==> src/pkg/krsc_pkg.sv <==
/*
  Constants for the link sequencer control register: where it sits, its fields, their reset values and the
  protocol codes.
  Assumes a word-addressed management port with 32-bit data on the single management clock.
*/
// Contract
// Writing one to restart resets the sequencer, starts reconfiguration, restarts enabled AN/LT.
// The restart bit clears itself after triggering; it always reads back zero.
// Bit 1 set switches the negotiation timer off; clear lets it run.
// Software handles stuck negotiation when the timer is off and partner lacks support.
// Bit 2 set disables the link-fail timer; clear enables it.
// Bit 3 set fails a training run whose last error measurement is non-zero.
// Bits 7 to 4 select the protocol override; other codes are undefined.
// A new override takes effect only at the next restart write.
// Bit 8 set adds the calibration step to reconfiguration; clear skips it.
// Bit 12 set sends training failure to data mode; clear restarts enabled negotiation.
// Bit 12 clear with negotiation disabled makes training failure restart training.
// Every field resets to zero unless its description says otherwise.
// Software must not write reserved or undefined register addresses.
// Four-lane registers sit at 0x4B0 to 0x4FF, displaced 0x400 from single-lane.
// In four-lane builds, training and FEC controls act on lane 0 only.
// All registers share one address space behind the management slave port.
// After changing the FEC request bit, software sets restart to renegotiate.
package krsc_pkg;

  localparam int unsigned ADDR_W = 11;
  localparam int unsigned DATA_W = 32;
  localparam int unsigned ERR_W  = 8;

  // Four-lane map: single-lane offset plus the lane displacement.
  localparam logic [10:0] SINGLE_CTRL_WORD = 11'h0b0;
  localparam logic [10:0] LANE_DISPLACE    = 11'h400;
  localparam logic [10:0] CTRL_WORD        = SINGLE_CTRL_WORD + LANE_DISPLACE;
  localparam logic [10:0] PHY_WIN_FIRST    = 11'h4b0;
  localparam logic [10:0] PHY_WIN_LAST     = 11'h4ff;

  // Field positions of the control word.
  localparam int unsigned BIT_RESTART   = 0;
  localparam int unsigned BIT_AN_TMR    = 1;
  localparam int unsigned BIT_LF_TMR    = 2;
  localparam int unsigned BIT_ERR_FAIL  = 3;
  localparam int unsigned OVR_LSB       = 4;
  localparam int unsigned OVR_MSB       = 7;
  localparam int unsigned BIT_CALIB     = 8;
  localparam int unsigned RSV_LSB       = 9;
  localparam int unsigned RSV_MSB       = 11;
  localparam int unsigned BIT_FAIL_ACT  = 12;
  localparam int unsigned STORED_MSB    = 12;

  localparam logic [12:0] CTRL_RESET    = 13'h0000;
  localparam logic [3:0]  OVR_RESET     = 4'h0;
  localparam logic [31:0] READ_ZERO     = 32'h0000_0000;

  // Protocol override codes.
  localparam logic [3:0] MODE_NONE   = 4'h0;
  localparam logic [3:0] MODE_GIGE   = 4'h1;
  localparam logic [3:0] MODE_QUAD   = 4'h2;
  localparam logic [3:0] MODE_10G    = 4'h4;
  localparam logic [3:0] MODE_KR     = 4'h5;
  localparam logic [3:0] MODE_KR_FEC = 4'hc;

endpackage

==> src/verilog/krsc_control.sv <==
/*
  Sequencer control register of the backplane link PHY, lane 0 of the four-lane build, with the event logic
  that the register steers: restart, reconfiguration start, timer enables and training failure handling.
  Assumes the management port, the sequencer and the negotiation and training engines all run on sys_clk;
  read data is answered one cycle after the read strobe, writes take effect at the strobe edge.
*/
module krsc_control (
  // Clock and reset
  input  wire logic                        sys_clk,
  input  wire logic                        rst_n,
  // Management slave port
  input  wire logic [krsc_pkg::ADDR_W-1:0] mgmtAddr,
  input  wire logic                        mgmtRead,
  input  wire logic                        mgmtWrite,
  input  wire logic [krsc_pkg::DATA_W-1:0] mgmtWriteData,
  output logic      [krsc_pkg::DATA_W-1:0] mgmtReadData,
  output logic                             mgmtReadValid,
  // Engine status, lane 0
  input  wire logic                        negotiationEnabled,
  input  wire logic                        trainingEnabled,
  input  wire logic                        trainingFailIn,
  input  wire logic                        trainingRunDone,
  input  wire logic [krsc_pkg::ERR_W-1:0]  trainingLastError,
  // Sequencer controls, lane 0
  output logic                             seqRestart,
  output logic                             reconfigStart,
  output logic                             reconfigCalibrate,
  output logic [3:0]                       activeProtocol,
  output logic                             negotiationTimerOn,
  output logic                             linkFailTimerOn,
  output logic                             negotiationRestart,
  output logic                             trainingRestart,
  output logic                             enterDataMode
);

  ////////////////////////////////////////////////////////////////////////////////////////////////////////////
  // Address decode

  // One address space holds every register; only the control word is implemented in this block.
  function automatic logic isCtrlWord(input logic [krsc_pkg::ADDR_W-1:0] addr);
    isCtrlWord = (addr == krsc_pkg::CTRL_WORD);
  endfunction

  logic ctrlWrite;
  logic ctrlRead;
  logic restartWrite;

  assign ctrlWrite    = mgmtWrite && isCtrlWord(mgmtAddr);
  assign ctrlRead     = mgmtRead && isCtrlWord(mgmtAddr);
  assign restartWrite = ctrlWrite && mgmtWriteData[krsc_pkg::BIT_RESTART];

  ////////////////////////////////////////////////////////////////////////////////////////////////////////////
  // Control word storage

  logic [krsc_pkg::STORED_MSB:0] ctrl_q;
  logic [krsc_pkg::STORED_MSB:0] ctrl_d;

  // The restart position is never stored, so it always reads zero and needs no clearing by software.
  assign ctrl_d = ctrlWrite ? {mgmtWriteData[krsc_pkg::STORED_MSB:krsc_pkg::BIT_RESTART + 1], 1'b0}
                            : ctrl_q;

  always_ff @(posedge sys_clk) begin
    if (!rst_n) begin
      ctrl_q <= krsc_pkg::CTRL_RESET;
    end else begin
      ctrl_q <= ctrl_d;
    end
  end

  logic timerAnOff;
  logic timerLfOff;
  logic errorFailsRun;
  logic calibrateOn;
  logic failToData;

  assign timerAnOff    = ctrl_q[krsc_pkg::BIT_AN_TMR];
  assign timerLfOff    = ctrl_q[krsc_pkg::BIT_LF_TMR];
  assign errorFailsRun = ctrl_q[krsc_pkg::BIT_ERR_FAIL];
  assign calibrateOn   = ctrl_q[krsc_pkg::BIT_CALIB];
  assign failToData    = ctrl_q[krsc_pkg::BIT_FAIL_ACT];

  // With the negotiation timer off a stuck exchange is left for software to resolve.
  assign negotiationTimerOn = !timerAnOff;
  assign linkFailTimerOn    = !timerLfOff;

  ////////////////////////////////////////////////////////////////////////////////////////////////////////////
  // Restart and override capture

  logic       restartPulse;
  logic [3:0] activeOverride;

  krsc_restart_pulse uRestart (
    .sys_clk          (sys_clk),
    .rst_n            (rst_n),
    .restartWrite     (restartWrite),
    .overrideIn       (mgmtWriteData[krsc_pkg::OVR_MSB:krsc_pkg::OVR_LSB]),
    .restartPulse_q   (restartPulse),
    .activeOverride_q (activeOverride)
  );

  // The override field stored in the word is for read-back; the sequencer sees only the captured copy.
  assign seqRestart     = restartPulse;
  assign activeProtocol = activeOverride;

  ////////////////////////////////////////////////////////////////////////////////////////////////////////////
  // Training failure judgement and the events that follow

  logic errorFailure;
  logic trainingFailed;

  // A finished run with residual error counts as failed only when software asks for it.
  assign errorFailure   = trainingRunDone && errorFailsRun && (trainingLastError != '0);
  assign trainingFailed = trainingFailIn || errorFailure;

  logic reconfigStart_d;
  logic reconfigCalibrate_d;
  logic negotiationRestart_d;
  logic trainingRestart_d;
  logic enterDataMode_d;

  assign reconfigStart_d     = restartPulse;
  assign reconfigCalibrate_d = restartPulse && calibrateOn;
  // A restart wakes only the engines that are enabled; a failure follows the chosen response.
  assign negotiationRestart_d = (restartPulse && negotiationEnabled)
                             || (trainingFailed && !failToData && negotiationEnabled);
  assign trainingRestart_d    = (restartPulse && trainingEnabled)
                             || (trainingFailed && !failToData && !negotiationEnabled);
  assign enterDataMode_d      = trainingFailed && failToData;

  always_ff @(posedge sys_clk) begin
    if (!rst_n) begin
      reconfigStart      <= 1'b0;
      reconfigCalibrate  <= 1'b0;
      negotiationRestart <= 1'b0;
      trainingRestart    <= 1'b0;
      enterDataMode      <= 1'b0;
    end else begin
      reconfigStart      <= reconfigStart_d;
      reconfigCalibrate  <= reconfigCalibrate_d;
      negotiationRestart <= negotiationRestart_d;
      trainingRestart    <= trainingRestart_d;
      enterDataMode      <= enterDataMode_d;
    end
  end

  ////////////////////////////////////////////////////////////////////////////////////////////////////////////
  // Read path

  logic [krsc_pkg::DATA_W-1:0] readWord;
  logic [krsc_pkg::DATA_W-1:0] mgmtReadData_d;

  assign readWord       = {{(krsc_pkg::DATA_W - krsc_pkg::STORED_MSB - 1){1'b0}}, ctrl_q};
  // Other addresses inside or outside the PHY window answer zero rather than stalling the port.
  assign mgmtReadData_d = ctrlRead ? readWord : krsc_pkg::READ_ZERO;

  always_ff @(posedge sys_clk) begin
    if (!rst_n) begin
      mgmtReadData  <= krsc_pkg::READ_ZERO;
      mgmtReadValid <= 1'b0;
    end else begin
      mgmtReadData  <= mgmtReadData_d;
      mgmtReadValid <= mgmtRead;
    end
  end
endmodule

==> src/verilog/krsc_restart_pulse.sv <==
/*
  Turns a write of one into the restart bit into a single registered pulse and captures the protocol
  override presented with it.
  Assumes the write strobe is synchronous to sys_clk and at most one cycle wide per write.
*/
module krsc_restart_pulse (
  // Clock and reset
  input  wire logic       sys_clk,
  input  wire logic       rst_n,
  // Write side
  input  wire logic       restartWrite,
  input  wire logic [3:0] overrideIn,
  // Sequencer side
  output logic            restartPulse_q,
  output logic [3:0]      activeOverride_q
);

  logic       restartPulse_d;
  logic [3:0] activeOverride_d;

  // The pulse is held for one cycle only, so the stored bit never needs software to clear it.
  assign restartPulse_d   = restartWrite;
  // The override only moves when a restart is written, never on a plain field write.
  assign activeOverride_d = restartWrite ? overrideIn : activeOverride_q;

  always_ff @(posedge sys_clk) begin
    if (!rst_n) begin
      restartPulse_q   <= 1'b0;
      activeOverride_q <= krsc_pkg::OVR_RESET;
    end else begin
      restartPulse_q   <= restartPulse_d;
      activeOverride_q <= activeOverride_d;
    end
  end
endmodule

==> config.mk <==
export PLATFORM = sky130hd
export DESIGN_NAME = krsc_control
export DESIGN_NICKNAME = d
export VERILOG_FILES = /design/src/pkg/krsc_pkg.sv /design/src/verilog/krsc_control.sv /design/src/verilog/krsc_restart_pulse.sv
export SDC_FILE = /design/constraint.sdc
export NUM_CORES = 1
export LEC_CHECK = 0
export BUFFER_PORTS_ARGS = -buffer_cell sky130_fd_sc_hd__buf_4
export CORE_ASPECT_RATIO = 1.75
export CORE_UTILIZATION = 43
export DETAILED_ROUTE_END_ITERATION = 12
export GPL_TIMING_DRIVEN = 0
export PLACE_DENSITY = 0.82
export SYNTH_ARGS = -nofsm -noshare
export SYNTH_HDL_FRONTEND = slang
export SYNTH_SLANG_ARGS = --single-unit
==> constraint.sdc <==
create_clock -name sys_clk -period 1.98 [get_ports sys_clk]
set_input_delay 0.396 -clock sys_clk [delete_from_list [all_inputs] [get_ports sys_clk]]
set_output_delay 0.396 -clock sys_clk [all_outputs]
set_load 0.01 [all_outputs]
Yosys cells after proc, flatten, opt, wreduce, memory -nomap -nowiden
Cells that the tools add are included.
{"block": "word_totals", "in_bits": 59, "out_inout_bits": 45, "register_bits": 54, "wordCells": 33}
{"block": "classes", "n_eq_ne": 1, "reduce_logical": 21}
{"cell": "$logic_and A1 B1 Y1", "count": 12}
{"cell": "$eq A11 B11 Y1 const B", "count": 1}
{"cell": "$reduce_bool A8 Y1", "count": 1}
{"cell": "$logic_not A1 Y1", "count": 4}
{"cell": "$logic_or A1 B1 Y1", "count": 3}
{"cell": "$reduce_and A2 Y1", "count": 1}

Depth between registers and ports, before layout
{"block": "depth", "depth_word": 6, "depth_mapped": 4, "ltp_nobuf": 3}

Modules after synthesis
Synthesis repeated with hierarchy kept, for this count alone.
{"block": "unflattened", "cells_unflattened": 145, "area_unflattened_um2": 1448.9}
{"mod": "krsc_control", "seq_area_each_um2": 600.6, "area_per_inst_um2": 1265.0, "instances": 1, "cells_each": 130}
{"mod": "krsc_restart_pulse", "seq_area_each_um2": 100.1, "area_per_inst_um2": 183.9, "instances": 1, "cells_each": 15}

Least setup slack after synthesis
OpenSTA, ideal clock, no wires.
{"block": "synth_path", "path_kind": "input -> register", "from": "in trainingLastError[5] (netlist bit)", "to": "reg enterDataMode", "n_path_buf": 0, "cell_stages": 3, "t_arrival_ps": 1218, "t_required_ps": 1857, "setup_time_ps": 123, "slack_ps": 639, "path_cell_list": "or4_1 o211ai_1 a21oi_1"}
{"block": "synth_between", "elab_chain_len": 4}
{"element": "start: declaration", "line_no": "krsc_control.sv:23", "text": "input wire logic [krsc_pkg::ERR_W-1:0] trainingLastError,"}
{"element": "$reduce_bool A8 Y1", "line_no": "krsc_control.sv:112", "text": "assign errorFailure = trainingRunDone && errorFailsRun && (trainingLastError != '0);"}
{"element": "$logic_and A1 B1 Y1", "line_no": "krsc_control.sv:112"}
{"element": "$logic_or A1 B1 Y1", "line_no": "krsc_control.sv:113", "text": "assign trainingFailed = trainingFailIn || errorFailure;"}
{"element": "$logic_and A1 B1 Y1", "line_no": "krsc_control.sv:128", "text": "assign enterDataMode_d = trainingFailed && failToData;"}
{"element": "end signal: assignment", "line_no": "krsc_control.sv:142", "text": "enterDataMode <= enterDataMode_d;"}
{"element": "end: declaration", "line_no": "krsc_control.sv:33", "text": "output logic enterDataMode"}
Every way passes these cells.
A chain may end at the register's enable or synchronous reset.

Worst setup path after layout
{"block": "layout_path", "from": "reg uRestart.restartPulse_q", "to": "out seqRestart"}
{"element": "start: declaration", "line_no": "krsc_restart_pulse.sv:14", "text": "output logic restartPulse_q,"}
{"element": "start signal: assignment", "line_no": "krsc_restart_pulse.sv:31", "text": "restartPulse_q <= restartPulse_d;"}
{"element": "end: declaration", "line_no": "krsc_control.sv:25", "text": "output logic seqRestart,"}
No word-level cell between the ends.

==> impl_metrics.sql <==
INSERT INTO impl_metrics (metric_group, metric, value, unit) VALUES
('power_and_ir_drop', 'pwr-share-clk', '42.5', '%'),
('setup_path', 'crit_required', '1.58', 'ns'),
('power_and_ir_drop', 'power.total', '1490', 'µW'),
('die', 'floorplan.io_pins', '104', ''),
('cells_and_area', 'area_growth_syn_to_layout', '50.4', '%'),
('clocking', 'htreeDepth', '2', ''),
('setup_path', 'buffer_and_inverter_count_on_the_worst_path', '1', ''),
('yosys', 'post_synth_xor_area_fraction', '0', '%'),
('outcome', 'run_status', 'finished, final reports clean', ''),
('timing', 'worst_hold_slack', '0.341', 'ns'),
('setup_path', 'largest_delay_share_family_worst_path', 'flip-flops', ''),
('routing', 'drt-initial-drc-count', '17', ''),
('hold_path', 'timing.hold.worst.start', 'mgmtRead', ''),
('power_and_ir_drop', 'swShare', '21.4', '%'),
('setup_path', 'worst_path_largest_cell_delay', '0.42', 'ns'),
('clocking', 'cts_hold_repair.buffers', '0', ''),
('placed_design', 'post-dp-hpwl', '2.36', 'mm'),
('routing', 'vias_per_cell', '4.26', ''),
('timing', 'hold_violations', '0', ''),
('placed_design', 'io_buffer_count', '64', ''),
('global_routing', 'initial_antenna_violation_count', '0', ''),
('global_routing', 'grt_first_pass_wirelength', '4.72', 'mm'),
('timing', 'finalCriticalPeriod', '1.26', 'ns'),
('setup_path', 'cp-start-kind', 'flop', ''),
('global_routing', 'globalRouteTotalUtil', '18.7', '%'),
('hold_path', 'min_path_type', 'in -> reg', ''),
('setup_path', 'timing.rr.start', 'ctrl_q[12]', ''),
('clocking', 'clock_sink_count', '35', ''),
('timing', 'tns', '0', 'ns'),
('power_and_ir_drop', 'seq_power_share', '47.6', '%'),
('global_routing', 'first_global_vias', '1148', ''),
('cells_and_area', 'seqCellArea', '701', 'µm²'),
('timing', 'maxSlewViolCount', '0', ''),
('yosys', 'synth.yosys.seq_area_share', '49.2', '%'),
('timing', 'final-setup-viol-count', '0', ''),
('cells_and_area', 'nets', '294', ''),
('global_routing', 'pin_count_of_the_biggest_net_entering_global_routing', '13', ''),
('power_and_ir_drop', 'vdd_ir_drop_max', '561', 'µV'),
('global_routing', 'grt_remaining_overflow', '0', ''),
('setup_path', 'worst-path-max-fanout', '6', ''),
('hold_path', 'hold-path-endpoint', 'mgmtReadValid', ''),
('power_and_ir_drop', 'netSwitchingPower', '318', 'µW'),
('cells_and_area', 'layout_common_cells', '85 x buf_4, 35 x dfxtp_1, 28 x nand2_1, 20 x conb_1, 16 x mux2i_1', ''),
('placed_design', 'rd_place_congestion', '0.779', ''),
('yosys', 'synth_top_family_by_area', 'simple AND/OR/NAND/NOR gates', ''),
('clocking', 'root_buffer', 'clkbuf_8', ''),
('routing', 'detail_route.wirelength', '2.98', 'mm'),
('yosys', 'post_synthesis_compound_gate_area_fraction', '3.25', '%'),
('cells_and_area', 'layout.cells.most_common', 'buf_4', ''),
('yosys', 'synth_area', '1420', 'µm²'),
('yosys', 'syn_avg_cell_area', '9.82', 'µm²'),
('routing', 'firstDrtPassIters', '4', ''),
('yosys', 'synthMuxAreaShare', '11.2', '%'),
('setup_path', 'timing.critical_path.to_type', 'primary output', ''),
('power_and_ir_drop', 'power.density_cell_area', '694', 'nW/µm²'),
('timing', 'timing.fmax', '0.791', 'GHz'),
('die', 'fp-row-count', '27', ''),
('routing', 'routed_wire_length_per_instance', '10.7', 'µm'),
('clocking', 'clock_insertion_delay_worst_skew', '0.29', 'ns'),
('die', 'floorplan.initialDensity', '45.3', '%'),
('hold_path', 'timing.hold.worst_path_depth', '2', ''),
('setup_path', 'cp_slowest_cell', 'dfxtp_1', ''),
('die', 'chipHeight', '78.1', 'µm'),
('setup_path', 'worst-endpoint-arrival', '0.87', 'ns'),
('setup_path', 'rrSetupSlack', '1.14', 'ns'),
('cells_and_area', 'insertedDiodeCount', '0', ''),
('power_and_ir_drop', 'power.combinational.fraction', '9.9', '%'),
('run', 'cap_violations', '0', ''),
('timing', 'finalCritPeriodShare', '63.8', '%'),
('die', 'die_w', '45.5', 'µm'),
('cells_and_area', 'layout-drive-gt1-share', '41.1', '%');
==> per-layer routing <==
metal / global-route usage [%] / vias to the layer above / wire [µm]
met5: 0 / - / 0
met4: 10.0 / 0 / 75
met3: 7.59 / 8 / 237
met2: 34.3 / 54 / 1680
met1: 15.5 / 517 / 990
li1: - / 610 / -
==> final cells by class <==
| type | instances | share of cell area, % |
|---|---|---|
| Multi-Input combinational cell | 98 | 27.6 |
| Clock inverter | 3 | 2.04 |
| Tap cell | 43 | 2.51 |
| Buffer | 25 | 8.41 |
| Timing Repair Buffer | 64 | 22.4 |
| Clock buffer | 5 | 3.21 |
| Sequential cell | 35 | 32.7 |
| Inverter | 6 | 1.05 |
==> flip-flops by register name, summed over array words and instances (netlist names) <==
signal and cells:
enterDataMode 1, uRestart.restartPulse_q 1, reconfigStart 1, trainingRestart 1
reconfigCalibrate 1, mgmtReadValid 1, mgmtReadData 12, ctrl_q 12
uRestart.activeOverride_q 4, negotiationRestart 1
==> power groups by stage <==
stage / clock network (µW) / logic (µW) / registers, µW
after floorplan: 0 / 70.3 / 725
after global placement: 0 / 143 / 723
after detailed placement: 0 / 146 / 723
after CTS: 644 / 146 / 707
after global routing: 675 / 162 / 707
final: 632 / 147 / 707
==> cells by family after synthesis <==
logic type / count (synthesis)
other: 1
flip-flops: 35
buffers and inverters: 31
AO/OA/AOI/OAI: 7
AND/OR/NAND/NOR: 55
multiplexers: 16
==> worst register-to-register path: cells and delay by family (launching register included) <==
family           cells  cell delay [ns]
flip-flops           1             0.33
AO/OA/AOI/OAI        2             0.29
AND/OR/NAND/NOR      1             0.15
==> synth_stat cells, drive strengths merged <==
cell | n | area share [%]
and4 | 1 | 0.62
or4 | 2 | 1.1
and4bb | 1 | 0.88
and3 | 1 | 0.44
nor4 | 1 | 1.5
buf | 22 | 12
a22oi | 1 | 0.53
dfxtp | 35 | 49
nand3 | 1 | 1.2
nand4 | 1 | 0.44
o211ai | 2 | 1.1
and4b | 1 | 0.70
nand2 | 28 | 7.4
nor3b | 1 | 0.53
nor2 | 2 | 0.53
and2 | 14 | 6.2
mux2i | 16 | 11
clkbuf | 3 | 0.79
o2111ai | 1 | 0.62
nor3 | 1 | 0.35
conb | 1 | 0.26
inv | 6 | 1.6
a21oi | 3 | 1.1
==> metrics by stage <==
step / cells / worst slack, ns / cell area (µm²)
finish: 279 / 0.716 / 2140
global route: 279 / 0.678 / 2140
CTS: 279 / 0.716 / 2140
detailed placement: 271 / 0.413 / 2030
global placement: 271 / 0.415 / 2030
floorplan: 164 / 0.639 / 1500
==> how the worst max path moves through the flow <==
stage               depth (start not counted)                     from                            to  slack [ns]
floorplan                                   3     trainingLastError[5]                 enterDataMode        0.64
global placement                            4              mgmtAddr[1]  uRestart.activeOverride_q[1]        0.41
detailed placement                          4              mgmtAddr[1]  uRestart.activeOverride_q[3]        0.41
CTS                                         1  uRestart.restartPulse_q                    seqRestart        0.72
global route                                1  uRestart.restartPulse_q                    seqRestart        0.68
finish                                      1  uRestart.restartPulse_q                    seqRestart        0.72
No activity file was read; power rests on OpenSTA's default activity.
